--- src/vihb_defs.svh ---
// Register indices, field positions, reset values and timing of the VME interrupt handler bridge
`ifndef VIHB_DEFS_SVH
`define VIHB_DEFS_SVH

// ----------------------------------------------------------------------------
// Register word indices (byte address = 4 * index)
// ----------------------------------------------------------------------------
`define VIHB_ESR_IDX 3'h0
`define VIHB_ICR_IDX 3'h1
`define VIHB_DCR_IDX 3'h2
`define VIHB_VOR_IDX 3'h3
`define VIHB_EDR_IDX 3'h4

// ----------------------------------------------------------------------------
// Field positions
// ----------------------------------------------------------------------------
`define VIHB_ESR_SENT_LSB 0
`define VIHB_ESR_PEND_LSB 4
`define VIHB_ESR_ME_BIT 14
`define VIHB_ESR_ERR_LSB 15
`define VIHB_ICR_MAP_LSB 0
`define VIHB_ICR_EN_LSB 17
`define VIHB_ICR_MASK_LSB 25
`define VIHB_DCR_TYPE_LSB 0
`define VIHB_DCR_LVL_LSB 12
`define VIHB_DCR_ERREN_BIT 16
`define VIHB_VOR_OFS_LSB 8

// ----------------------------------------------------------------------------
// Reset values
// ----------------------------------------------------------------------------
`define VIHB_ICR_RST 32'h0e000fac
`define VIHB_DCR_RST 32'h00003000
`define VIHB_VOR_RST 32'h00000000

// ----------------------------------------------------------------------------
// Timing
// ----------------------------------------------------------------------------
`define VIHB_SYNC_STAGES 2

`endif

--- src/vihb_pkg.sv ---
// Types shared by the VME interrupt handler bridge
`default_nettype none

package vihb_pkg;

	// Handler sequence
	typedef enum logic [2:0] {
		ST_IDLE,
		ST_ARB,
		ST_SEND,
		ST_IDENT,
		ST_IACK,
		ST_REL,
		ST_RESP
	} vihb_state_type;

	// Command toward the host interface; level 0..3 stands for host request level 4..7
	typedef struct packed {
		logic valid;
		logic implied;
		logic [1:0] level;
	} vihb_cmd_type;

	// Acknowledge-cycle strobes and level toward the VMEbus, all active low except addr
	typedef struct packed {
		logic iack_n;
		logic as_n;
		logic ds_n;
		logic lword_n;
		logic [2:0] addr;
	} vihb_vme_out_type;

endpackage : vihb_pkg

`default_nettype wire

--- src/vihb_core.sv ---
// VME interrupt handler bridge: IRQ capture, acknowledge cycles, host commands, error logging
`default_nettype none

`include "vihb_defs.svh"

module vihb_core
	import vihb_pkg::*;
#(
	parameter int unsigned ERR_N = 6 // Number of error sources in use
)(
	input wire logic clk_i, // 10 MHz module clock
	input wire logic arst_n_i, // Asynchronous reset, active low
	input wire logic [2:0] avs_address_i, // Register word index
	input wire logic avs_read_i, // Read request
	input wire logic avs_write_i, // Write request
	input wire logic [31:0] avs_writedata_i, // Write data
	input wire logic [3:0] avs_byteenable_i, // Write byte lanes
	output logic [31:0] avs_readdata_o, // Read data
	output logic avs_waitrequest_o, // Stall until answer
	input wire logic [7:1] irq_n_i, // VME request lines, asynchronous
	input wire logic dtack_n_i, // VME data acknowledge, asynchronous
	input wire logic berr_n_i, // VME bus error, asynchronous
	input wire logic [7:0] vme_data_i, // VME data D0-D7
	output vihb_vme_out_type vme_o, // Acknowledge-cycle strobes
	output logic bus_req_o, // Request to VME arbiter
	input wire logic bus_grant_i, // Grant from VME arbiter
	output vihb_cmd_type irq_cmd_o, // Forwarded VME interrupt command
	output vihb_cmd_type err_cmd_o, // Error interrupt command
	input wire logic ident_valid_i, // Identify command from host
	output logic vec_valid_o, // Identify response strobe
	output logic [15:0] vec_o, // Identify response vector
	input wire logic [5:0] err_event_i, // Error pulses
	input wire logic err_write_i, // Error arose in a write
	input wire logic [31:0] err_info_i // Data logged with an error
);

	if (ERR_N < 1 || ERR_N > 6)
	begin : g_bad_err_n
		$error("ERR_N must lie in 1..6");
	end

	// ------------------------------------------------------------------------
	// Helpers
	// ------------------------------------------------------------------------
	function automatic logic [31:0] be_merge(input logic [31:0] old_v, input logic [31:0] new_v,
		input logic [3:0] be);
		logic [31:0] r;
		r = old_v;
		for (int b = 0; b < 4; b++)
			if (be[b])
				r[8*b+:8] = new_v[8*b+:8];
		return r;
	endfunction : be_merge

	// Bit 2: level sits in exactly one map field; bits 1:0: that field
	function automatic logic [2:0] map_find(input logic [11:0] m, input logic [2:0] lvl);
		logic [2:0] hits;
		logic [1:0] idx;
		hits = 3'h0;
		idx = 2'h0;
		for (int i = 0; i < 4; i++)
			if (m[3*i+:3] == lvl)
			begin
				hits = hits + 3'h1;
				idx = 2'(i);
			end
		return {hits == 3'h1, idx};
	endfunction : map_find

	function automatic logic [7:1] accept_vec(input logic [31:0] icr);
		logic [7:1] a;
		logic [2:0] f;
		a = 7'h00;
		for (int l = 1; l < 8; l++)
		begin
			f = map_find(icr[`VIHB_ICR_MAP_LSB+:12], 3'(l));
			a[l] = !icr[`VIHB_ICR_EN_LSB+l] && !icr[`VIHB_ICR_MASK_LSB-1+l] && f[2];
		end
		return a;
	endfunction : accept_vec

	function automatic logic [2:0] top_level(input logic [7:1] v);
		logic [2:0] t;
		t = 3'h0;
		for (int l = 1; l < 8; l++)
			if (v[l])
				t = 3'(l);
		return t;
	endfunction : top_level

	// ------------------------------------------------------------------------
	// Declarations
	// ------------------------------------------------------------------------
	vihb_state_type state_q, state_d;
	logic ack_q;
	logic [31:0] rdata_q;
	logic [31:0] icr_q, dcr_q, vor_q, edr_q;
	logic [5:0] err_q;
	logic me_q;
	logic [7:1] pend_q, hold_q, irq_s1_q, irq_s2_q, irq_prev_q;
	logic [3:0] sent_q;
	logic dtack_s1_q, dtack_s2_q, berr_s1_q, berr_s2_q;
	logic [7:0] data_s1_q, data_s2_q, stat_q;
	logic [2:0] cur_lvl_q;
	logic [1:0] cur_br_q;
	vihb_cmd_type irq_cmd_q, err_cmd_q;
	logic vec_valid_q;
	logic [15:0] vec_q;

	// ------------------------------------------------------------------------
	// Avalon-MM slave: one wait cycle, then the answer
	// ------------------------------------------------------------------------
	wire logic req_w = avs_read_i || avs_write_i;
	wire logic wr_w = avs_write_i && ack_q;
	wire logic [5:0] err_mask_w = 6'((7'h01 << ERR_N) - 7'h01);
	wire logic [31:0] esr_w = {11'h000, err_q, me_q, 3'h0, pend_q, sent_q};
	wire logic [31:0] rd_w = (avs_address_i == `VIHB_ESR_IDX) ? esr_w :
		(avs_address_i == `VIHB_ICR_IDX) ? icr_q :
		(avs_address_i == `VIHB_DCR_IDX) ? dcr_q :
		(avs_address_i == `VIHB_VOR_IDX) ? vor_q :
		(avs_address_i == `VIHB_EDR_IDX) ? edr_q : 32'h00000000;
	wire logic esr_wr_w = wr_w && avs_address_i == `VIHB_ESR_IDX;
	wire logic [31:0] w1c_w = esr_wr_w ? be_merge(32'h00000000, avs_writedata_i, avs_byteenable_i) : 32'h00000000;

	assign avs_waitrequest_o = req_w && !ack_q;
	assign avs_readdata_o = rdata_q;

	always_ff @(posedge clk_i or negedge arst_n_i)
	begin
		if (!arst_n_i)
		begin
			ack_q <= 1'b0;
			rdata_q <= 32'h00000000;
		end
		else
		begin
			ack_q <= req_w && !ack_q;
			if (avs_read_i && !ack_q)
				rdata_q <= rd_w;
		end
	end

	always_ff @(posedge clk_i or negedge arst_n_i)
	begin
		if (!arst_n_i)
		begin
			icr_q <= `VIHB_ICR_RST;
			dcr_q <= `VIHB_DCR_RST;
			vor_q <= `VIHB_VOR_RST;
		end
		else if (wr_w)
		begin
			if (avs_address_i == `VIHB_ICR_IDX)
				icr_q <= be_merge(icr_q, avs_writedata_i, avs_byteenable_i);
			if (avs_address_i == `VIHB_DCR_IDX)
				dcr_q <= be_merge(dcr_q, avs_writedata_i, avs_byteenable_i);
			if (avs_address_i == `VIHB_VOR_IDX)
				vor_q <= be_merge(vor_q, avs_writedata_i, avs_byteenable_i) & 32'h0000ff00;
		end
	end

	// ------------------------------------------------------------------------
	// Errors: logged data stays frozen while any error bit stands
	// ------------------------------------------------------------------------
	wire logic [5:0] err_ev_w = err_event_i & err_mask_w;
	wire logic err_en_w = dcr_q[`VIHB_DCR_ERREN_BIT];

	always_ff @(posedge clk_i or negedge arst_n_i)
	begin
		if (!arst_n_i)
		begin
			err_q <= 6'h00;
			me_q <= 1'b0;
			edr_q <= 32'h00000000;
			err_cmd_q <= '0;
		end
		else
		begin
			// A new event wins over a clear in the same cycle
			err_q <= (err_q & ~w1c_w[`VIHB_ESR_ERR_LSB+:6]) | err_ev_w;
			me_q <= (me_q && !w1c_w[`VIHB_ESR_ME_BIT]) || (|err_ev_w && |err_q);
			if (|err_ev_w && err_q == 6'h00)
				edr_q <= err_info_i;
			err_cmd_q.valid <= |err_ev_w && err_en_w;
			err_cmd_q.implied <= err_write_i;
			err_cmd_q.level <= dcr_q[`VIHB_DCR_LVL_LSB+:2];
		end
	end

	assign err_cmd_o = err_cmd_q;

	// ------------------------------------------------------------------------
	// Synchronisers for VME inputs
	// ------------------------------------------------------------------------
	always_ff @(posedge clk_i or negedge arst_n_i)
	begin
		if (!arst_n_i)
		begin
			irq_s1_q <= 7'h00;
			irq_s2_q <= 7'h00;
			dtack_s1_q <= 1'b0;
			dtack_s2_q <= 1'b0;
			berr_s1_q <= 1'b0;
			berr_s2_q <= 1'b0;
			data_s1_q <= 8'h00;
			data_s2_q <= 8'h00;
		end
		else
		begin
			irq_s1_q <= ~irq_n_i;
			irq_s2_q <= irq_s1_q;
			dtack_s1_q <= !dtack_n_i;
			dtack_s2_q <= dtack_s1_q;
			berr_s1_q <= !berr_n_i;
			berr_s2_q <= berr_s1_q;
			data_s1_q <= vme_data_i;
			data_s2_q <= data_s1_q;
		end
	end

	// ------------------------------------------------------------------------
	// Pending levels
	// ------------------------------------------------------------------------
	// Release-on-acknowledge levels set on the line level, release-on-register-access levels on
	// the edge only, so a line still held after its acknowledge does not raise a second request.
	wire logic [7:1] rora_w = dcr_q[`VIHB_DCR_TYPE_LSB+:7];
	wire logic [7:0] lvl_hot_w = 8'h01 << cur_lvl_q;
	wire logic ack_w = state_q == ST_IACK && (dtack_s2_q || berr_s2_q);
	wire logic [7:1] ack_clr_w = ack_w ? lvl_hot_w[7:1] : 7'h00;
	wire logic [7:1] rise_w = irq_s2_q & ~irq_prev_q;
	wire logic [7:1] set_w = rise_w | (~rora_w & irq_s2_q & ~hold_q & ~ack_clr_w);
	wire logic [7:1] cand_w = pend_q & accept_vec(icr_q);
	wire logic [2:0] top_w = top_level(cand_w);
	wire logic [2:0] map_w = map_find(icr_q[`VIHB_ICR_MAP_LSB+:12], top_w);

	always_ff @(posedge clk_i or negedge arst_n_i)
	begin
		if (!arst_n_i)
		begin
			irq_prev_q <= 7'h00;
			pend_q <= 7'h00;
			hold_q <= 7'h00;
		end
		else
		begin
			irq_prev_q <= irq_s2_q;
			pend_q <= (pend_q & ~ack_clr_w) | set_w;
			hold_q <= (hold_q | ack_clr_w) & irq_s2_q;
		end
	end

	// ------------------------------------------------------------------------
	// Service sequence
	// ------------------------------------------------------------------------
	always_comb
	begin
		state_d = state_q;
		unique case (state_q)
			ST_IDLE:
				if (|cand_w)
					state_d = ST_ARB;
			ST_ARB:
				if (bus_grant_i)
					state_d = ST_SEND;
			ST_SEND:
				state_d = ST_IDENT;
			ST_IDENT:
				if (ident_valid_i)
					state_d = ST_IACK;
			ST_IACK:
				if (dtack_s2_q || berr_s2_q)
					state_d = ST_REL;
			ST_REL:
				if (!dtack_s2_q && !berr_s2_q)
					state_d = ST_RESP;
			ST_RESP:
				state_d = ST_IDLE;
		endcase
	end

	always_ff @(posedge clk_i or negedge arst_n_i)
	begin
		if (!arst_n_i)
		begin
			state_q <= ST_IDLE;
			cur_lvl_q <= 3'h0;
			cur_br_q <= 2'h0;
			sent_q <= 4'h0;
			stat_q <= 8'h00;
			irq_cmd_q <= '0;
			vec_valid_q <= 1'b0;
			vec_q <= 16'h0000;
		end
		else
		begin
			state_q <= state_d;
			if (state_q == ST_IDLE && |cand_w)
			begin
				cur_lvl_q <= top_w;
				cur_br_q <= map_w[1:0];
			end
			irq_cmd_q.valid <= state_q == ST_SEND;
			irq_cmd_q.implied <= 1'b0;
			irq_cmd_q.level <= cur_br_q;
			if (state_q == ST_SEND)
				sent_q[cur_br_q] <= 1'b1;
			else if (state_q == ST_IDENT && ident_valid_i)
				sent_q <= 4'h0;
			if (ack_w)
				stat_q <= dtack_s2_q ? data_s2_q : 8'h00;
			vec_valid_q <= state_q == ST_RESP;
			vec_q <= {vor_q[`VIHB_VOR_OFS_LSB+:8], stat_q[7:2], 2'b00};
		end
	end

	// No path drives a VME request line; the handler only listens to them.
	assign bus_req_o = state_q != ST_IDLE && state_q != ST_RESP;
	assign vme_o.iack_n = state_q != ST_IACK;
	assign vme_o.as_n = state_q != ST_IACK;
	assign vme_o.ds_n = state_q != ST_IACK;
	assign vme_o.lword_n = state_q != ST_IACK;
	assign vme_o.addr = cur_lvl_q;
	assign irq_cmd_o = irq_cmd_q;
	assign vec_valid_o = vec_valid_q;
	assign vec_o = vec_q;
endmodule : vihb_core

`default_nettype wire

--- config.mk ---
export PLATFORM = sky130hd
export DESIGN_NAME = vihb_core
export DESIGN_NICKNAME = d
export VERILOG_FILES = /design/src/vihb_pkg.sv /design/src/vihb_core.sv
export VERILOG_INCLUDE_DIRS = /design/src
export SDC_FILE = /design/constraint.sdc
export NUM_CORES = 1
export LEC_CHECK = 0
export CORE_MARGIN = 2
export CORE_UTILIZATION = 45
export DETAILED_ROUTE_END_ITERATION = 6
export DONT_BUFFER_PORTS = 1
export PLACE_DENSITY_LB_ADDON = 0.1
export SYNTH_ARGS = -nofsm -noshare
export SYNTH_HDL_FRONTEND = slang
export SYNTH_SLANG_ARGS = --single-unit
--- constraint.sdc ---
create_clock -name clk_i -period 5.1 [get_ports clk_i]
set_input_delay 0.51 -clock clk_i [delete_from_list [all_inputs] [get_ports clk_i]]
set_output_delay 0.51 -clock clk_i [all_outputs]
set_load 0.01 [all_outputs]
==> out/summary.txt <==
CTS sink count: 235
Seq/Total Area, Yosys: 0.5507
Antenna diodes: 0
area leader, netlist: dfrtp_1
first-pass GRT wire length: 39,590 um
H-tree depth: 1
Crit path largest cell delay: 630 ps
CTS resizes: 0
vias per inst: 5.555
Tmin final: 3850 ps
drt pass-1 iters: 5
post-synthesis average cell area: 11.49 um2
vias in the first global route: 6,971
CP Max Fanout: 9
remaining design rule violation count: 0
cell area after synthesis: 10,710 um2
final slew viol count: 0
WHS: -293.5 ps
final core utilization: 0.5069
Ports: 167
Post-synth ARST share: 1.000
pin count of the biggest net entering global routing: 236
Critical Path AT: 4250 ps
Layout Skew: 28.94 ps
dpl hpwl: 17,760 um
max cap viols: 0
buffers added on ports: 0
top area cells in the synthesized netlist: dfrtp_1, mux2_2, nand2_1, dfstp_2, o21ai_0
Final Cell Area: 11,860 um2
CP delay by family, top: simple AND/OR/NAND/NOR gates
post-detailed-route wirelength per cell: 20.19 um
Post-DRT Antenna Nets: 0
P&R area growth vs syn: 10.78%
initial DRC count: 477
top_reg_cell synth: dfrtp_1
Worst-Skew Late Latency: 540 ps
Worst Tran Pin Value: 771.7 ps
register-to-register setup slack: 1250 ps
# rows: 56
vias: 7,021
crit end category: register
RSZ-0062 raised after global routing: no
die width: 158.3 um
share of cells above drive strength 1: 0.2011
fill cell count: 2,139
Num CTS Buffers: 26
min-delay worst type: input port to async pin
CP max stage cell: dfstp_2
count leader, synth: dfrtp_1
Cells after Synth: 932
Root Driver: clkbuf_16
initial core utilization: 0.4575
dpl cell area: 10,940 um2
crit path cell chain: inv_1, nand3_1, inv_1, ha_1, xor2_1, ha_1, nand3b_1, o311a_1, nor4_2, nor2_2, and3b_1, nor4_4, o21ai_1, o22a_1
DP Cell Count: 1,208
final hold vios: 225
VDD IR max: 0.3049 mV
Die Area: 25,040 um2
R2R cell count: 14
CTS tree: yes
hold_buf cts: 8
synth cell count leaders: dfrtp_1, mux2_2, nand2_1, o21ai_0, nor2_1
Setup TNS Final: 0 ps
Tcrit/Tclk final: 0.7549
initial antenna violation count: 0
critical path type: register to register
Buf/Inv on CP: 2
R2R Path End: cur_br_q[1]$_DFFE_PN0P_
yosys warns: 0
Final Setup Violations: 0
status: complete, but fails checks
Routability Congestion: 0.8080
GRT Overall Usage: 0.2048
max_slew headroom: 0.4821
setup bufs post-CTS: 0
Placeable Area: 23,400 um2
Pleak: 5.246 nW
required time of the critical path: 5500 ps
clock transition at the registers of the reported paths: 60 ps
failing checks: hold timing
Yosys top cell area share: 0.5188
routed wire length: 25,520 um
nets: 1,047
Max Freq: 0.2598 GHz
gr ovfl total: 0
floorplan die height: 158.3 um
Post-synth EDFFs: 0
crit start category: register
Longest Clk Path Bufs: 3
#FFs+latches synth: 235
count of cell types in the netlist: 70
Finished Layout Cells: 1,264
Pwr Density: 454.6 nW/um2
Reg-to-Reg Start: icr_q[5]$_DFFE_PN1P_
==> final cells by class <==
cell class                 instances  area (um2)  share of cell area
sequential                       235        5897              0.4971
inverter                          40       150.1             0.01266
clock buffer                      41       767.0             0.06466
timing repair buffer              15       132.6             0.01118
multi-input combinational        607        4443              0.3745
clock inverter                     7       73.82            0.006223
tap                              319       399.1             0.03365
==> placed cells by master, fill, tap and decap left out, types with 7 or more instances in the layout <==
| master | synthesis | layout |
|---|---|---|
| a21o_1 | 7 | 7 |
| a21oi_1 | 36 | 35 |
| a22o_1 | 7 | 7 |
| a22oi_1 | 31 | 31 |
| buf_4 | 10 | 7 |
| clkbuf_1 | 36 | 9 |
| clkbuf_16 | 0 | 26 |
| dfrtp_1 | 222 | 222 |
| dfstp_2 | 13 | 13 |
| dlygate4sd3_1 | 0 | 8 |
| ha_1 | 21 | 21 |
| inv_1 | 40 | 40 |
| mux2_2 | 105 | 105 |
| mux2i_1 | 17 | 17 |
| nand2_1 | 94 | 94 |
| nand3_1 | 12 | 12 |
| nand3b_1 | 7 | 7 |
| nor2_1 | 46 | 46 |
| nor2b_1 | 7 | 7 |
| nor3_1 | 23 | 22 |
| nor3b_1 | 10 | 10 |
| o21ai_0 | 57 | 57 |
| o31ai_1 | 11 | 11 |
| xnor2_1 | 8 | 8 |
| xor2_1 | 9 | 9 |
==> report_power, final <==
part | leakage (nW) | internal (W) | switching (W) | total [W]
sequential | 2.86 | 0.00220 | 0.000367 | 0.00256
clock | 0.411 | 0.00108 | 0.000738 | 0.00182
combinational | 1.98 | 0.000494 | 0.000518 | 0.00101
==> through the flow <==
stage                     setup WS, ps  power, W
after floorplan                   1557  0.003338
after global placement            1338  0.003585
after detailed placement          1281  0.003606
after CTS                         1267  0.005452
after global routing             845.3  0.005695
final                             1250  0.005393
==> worst register-to-register path: cells and delay by family, from the launching register on <==
family                   cells  cell delay (ps)
AND/OR/NAND/NOR              6             1600
buffers and inverters        2              160
adder cells (fa/ha/maj)      2              640
XOR/XNOR                     1              180
AO/OA/AOI/OAI                3              540
flip-flops                   1              630
==> registers in the layout, indices dropped and copies added, names as in the netlist, 7 cells and up <==
name            count
avs_readdata_o     32
dcr_q              32
edr_q              32
hold_q              7
icr_q              32
irq_prev_q          7
irq_s1_q            7
irq_s2_q            7
pend_q              7
vec_o              14
vor_q               8
==> how the worst max path moves through the flow <==
stage	start	slack [ps]	to	depth (start not counted)
5_1_grt	icr_q[5]$_DFFE_PN1P_	850	cur_br_q[1]$_DFFE_PN0P_	14
2_1_floorplan	icr_q[2]$_DFFE_PN1P_	1560	cur_lvl_q[0]$_DFFE_PN0P_	14
3_3_place_gp	icr_q[5]$_DFFE_PN1P_	1340	cur_br_q[1]$_DFFE_PN0P_	14
4_1_cts	icr_q[5]$_DFFE_PN1P_	1270	cur_br_q[1]$_DFFE_PN0P_	14
6_report	icr_q[5]$_DFFE_PN1P_	1250	cur_br_q[1]$_DFFE_PN0P_	14
3_5_place_dp	icr_q[5]$_DFFE_PN1P_	1280	cur_br_q[0]$_DFFE_PN0P_	14
==> cells by family (layout without fill, tap and decap cells) <==
group | count (synthesis) | count (layout) | share of synthesized area
AO/OA/AOI/OAI | 190 | 190 | 0.1165
XOR/XNOR | 17 | 17 | 0.01391
adder cells (fa/ha/maj) | 21 | 21 | 0.02454
buffers and inverters | 92 | 103 | 0.03681
flip-flops | 235 | 235 | 0.5507
multiplexers | 128 | 128 | 0.1379
other | 1 | 3 | 0.0003502
AND/OR/NAND/NOR | 248 | 248 | 0.1193
==> routing by layer <==
metal  part of all wire  global-route usage  vias to the layer above
li1                   -                   -                     3286
met1               0.47              0.2875                     3551
met2               0.46              0.3277                      156
met3              0.059             0.04899                       28
met4              0.012             0.03990                        0
met5                  0                   0                        -
(Power assumes the default switching activity.)
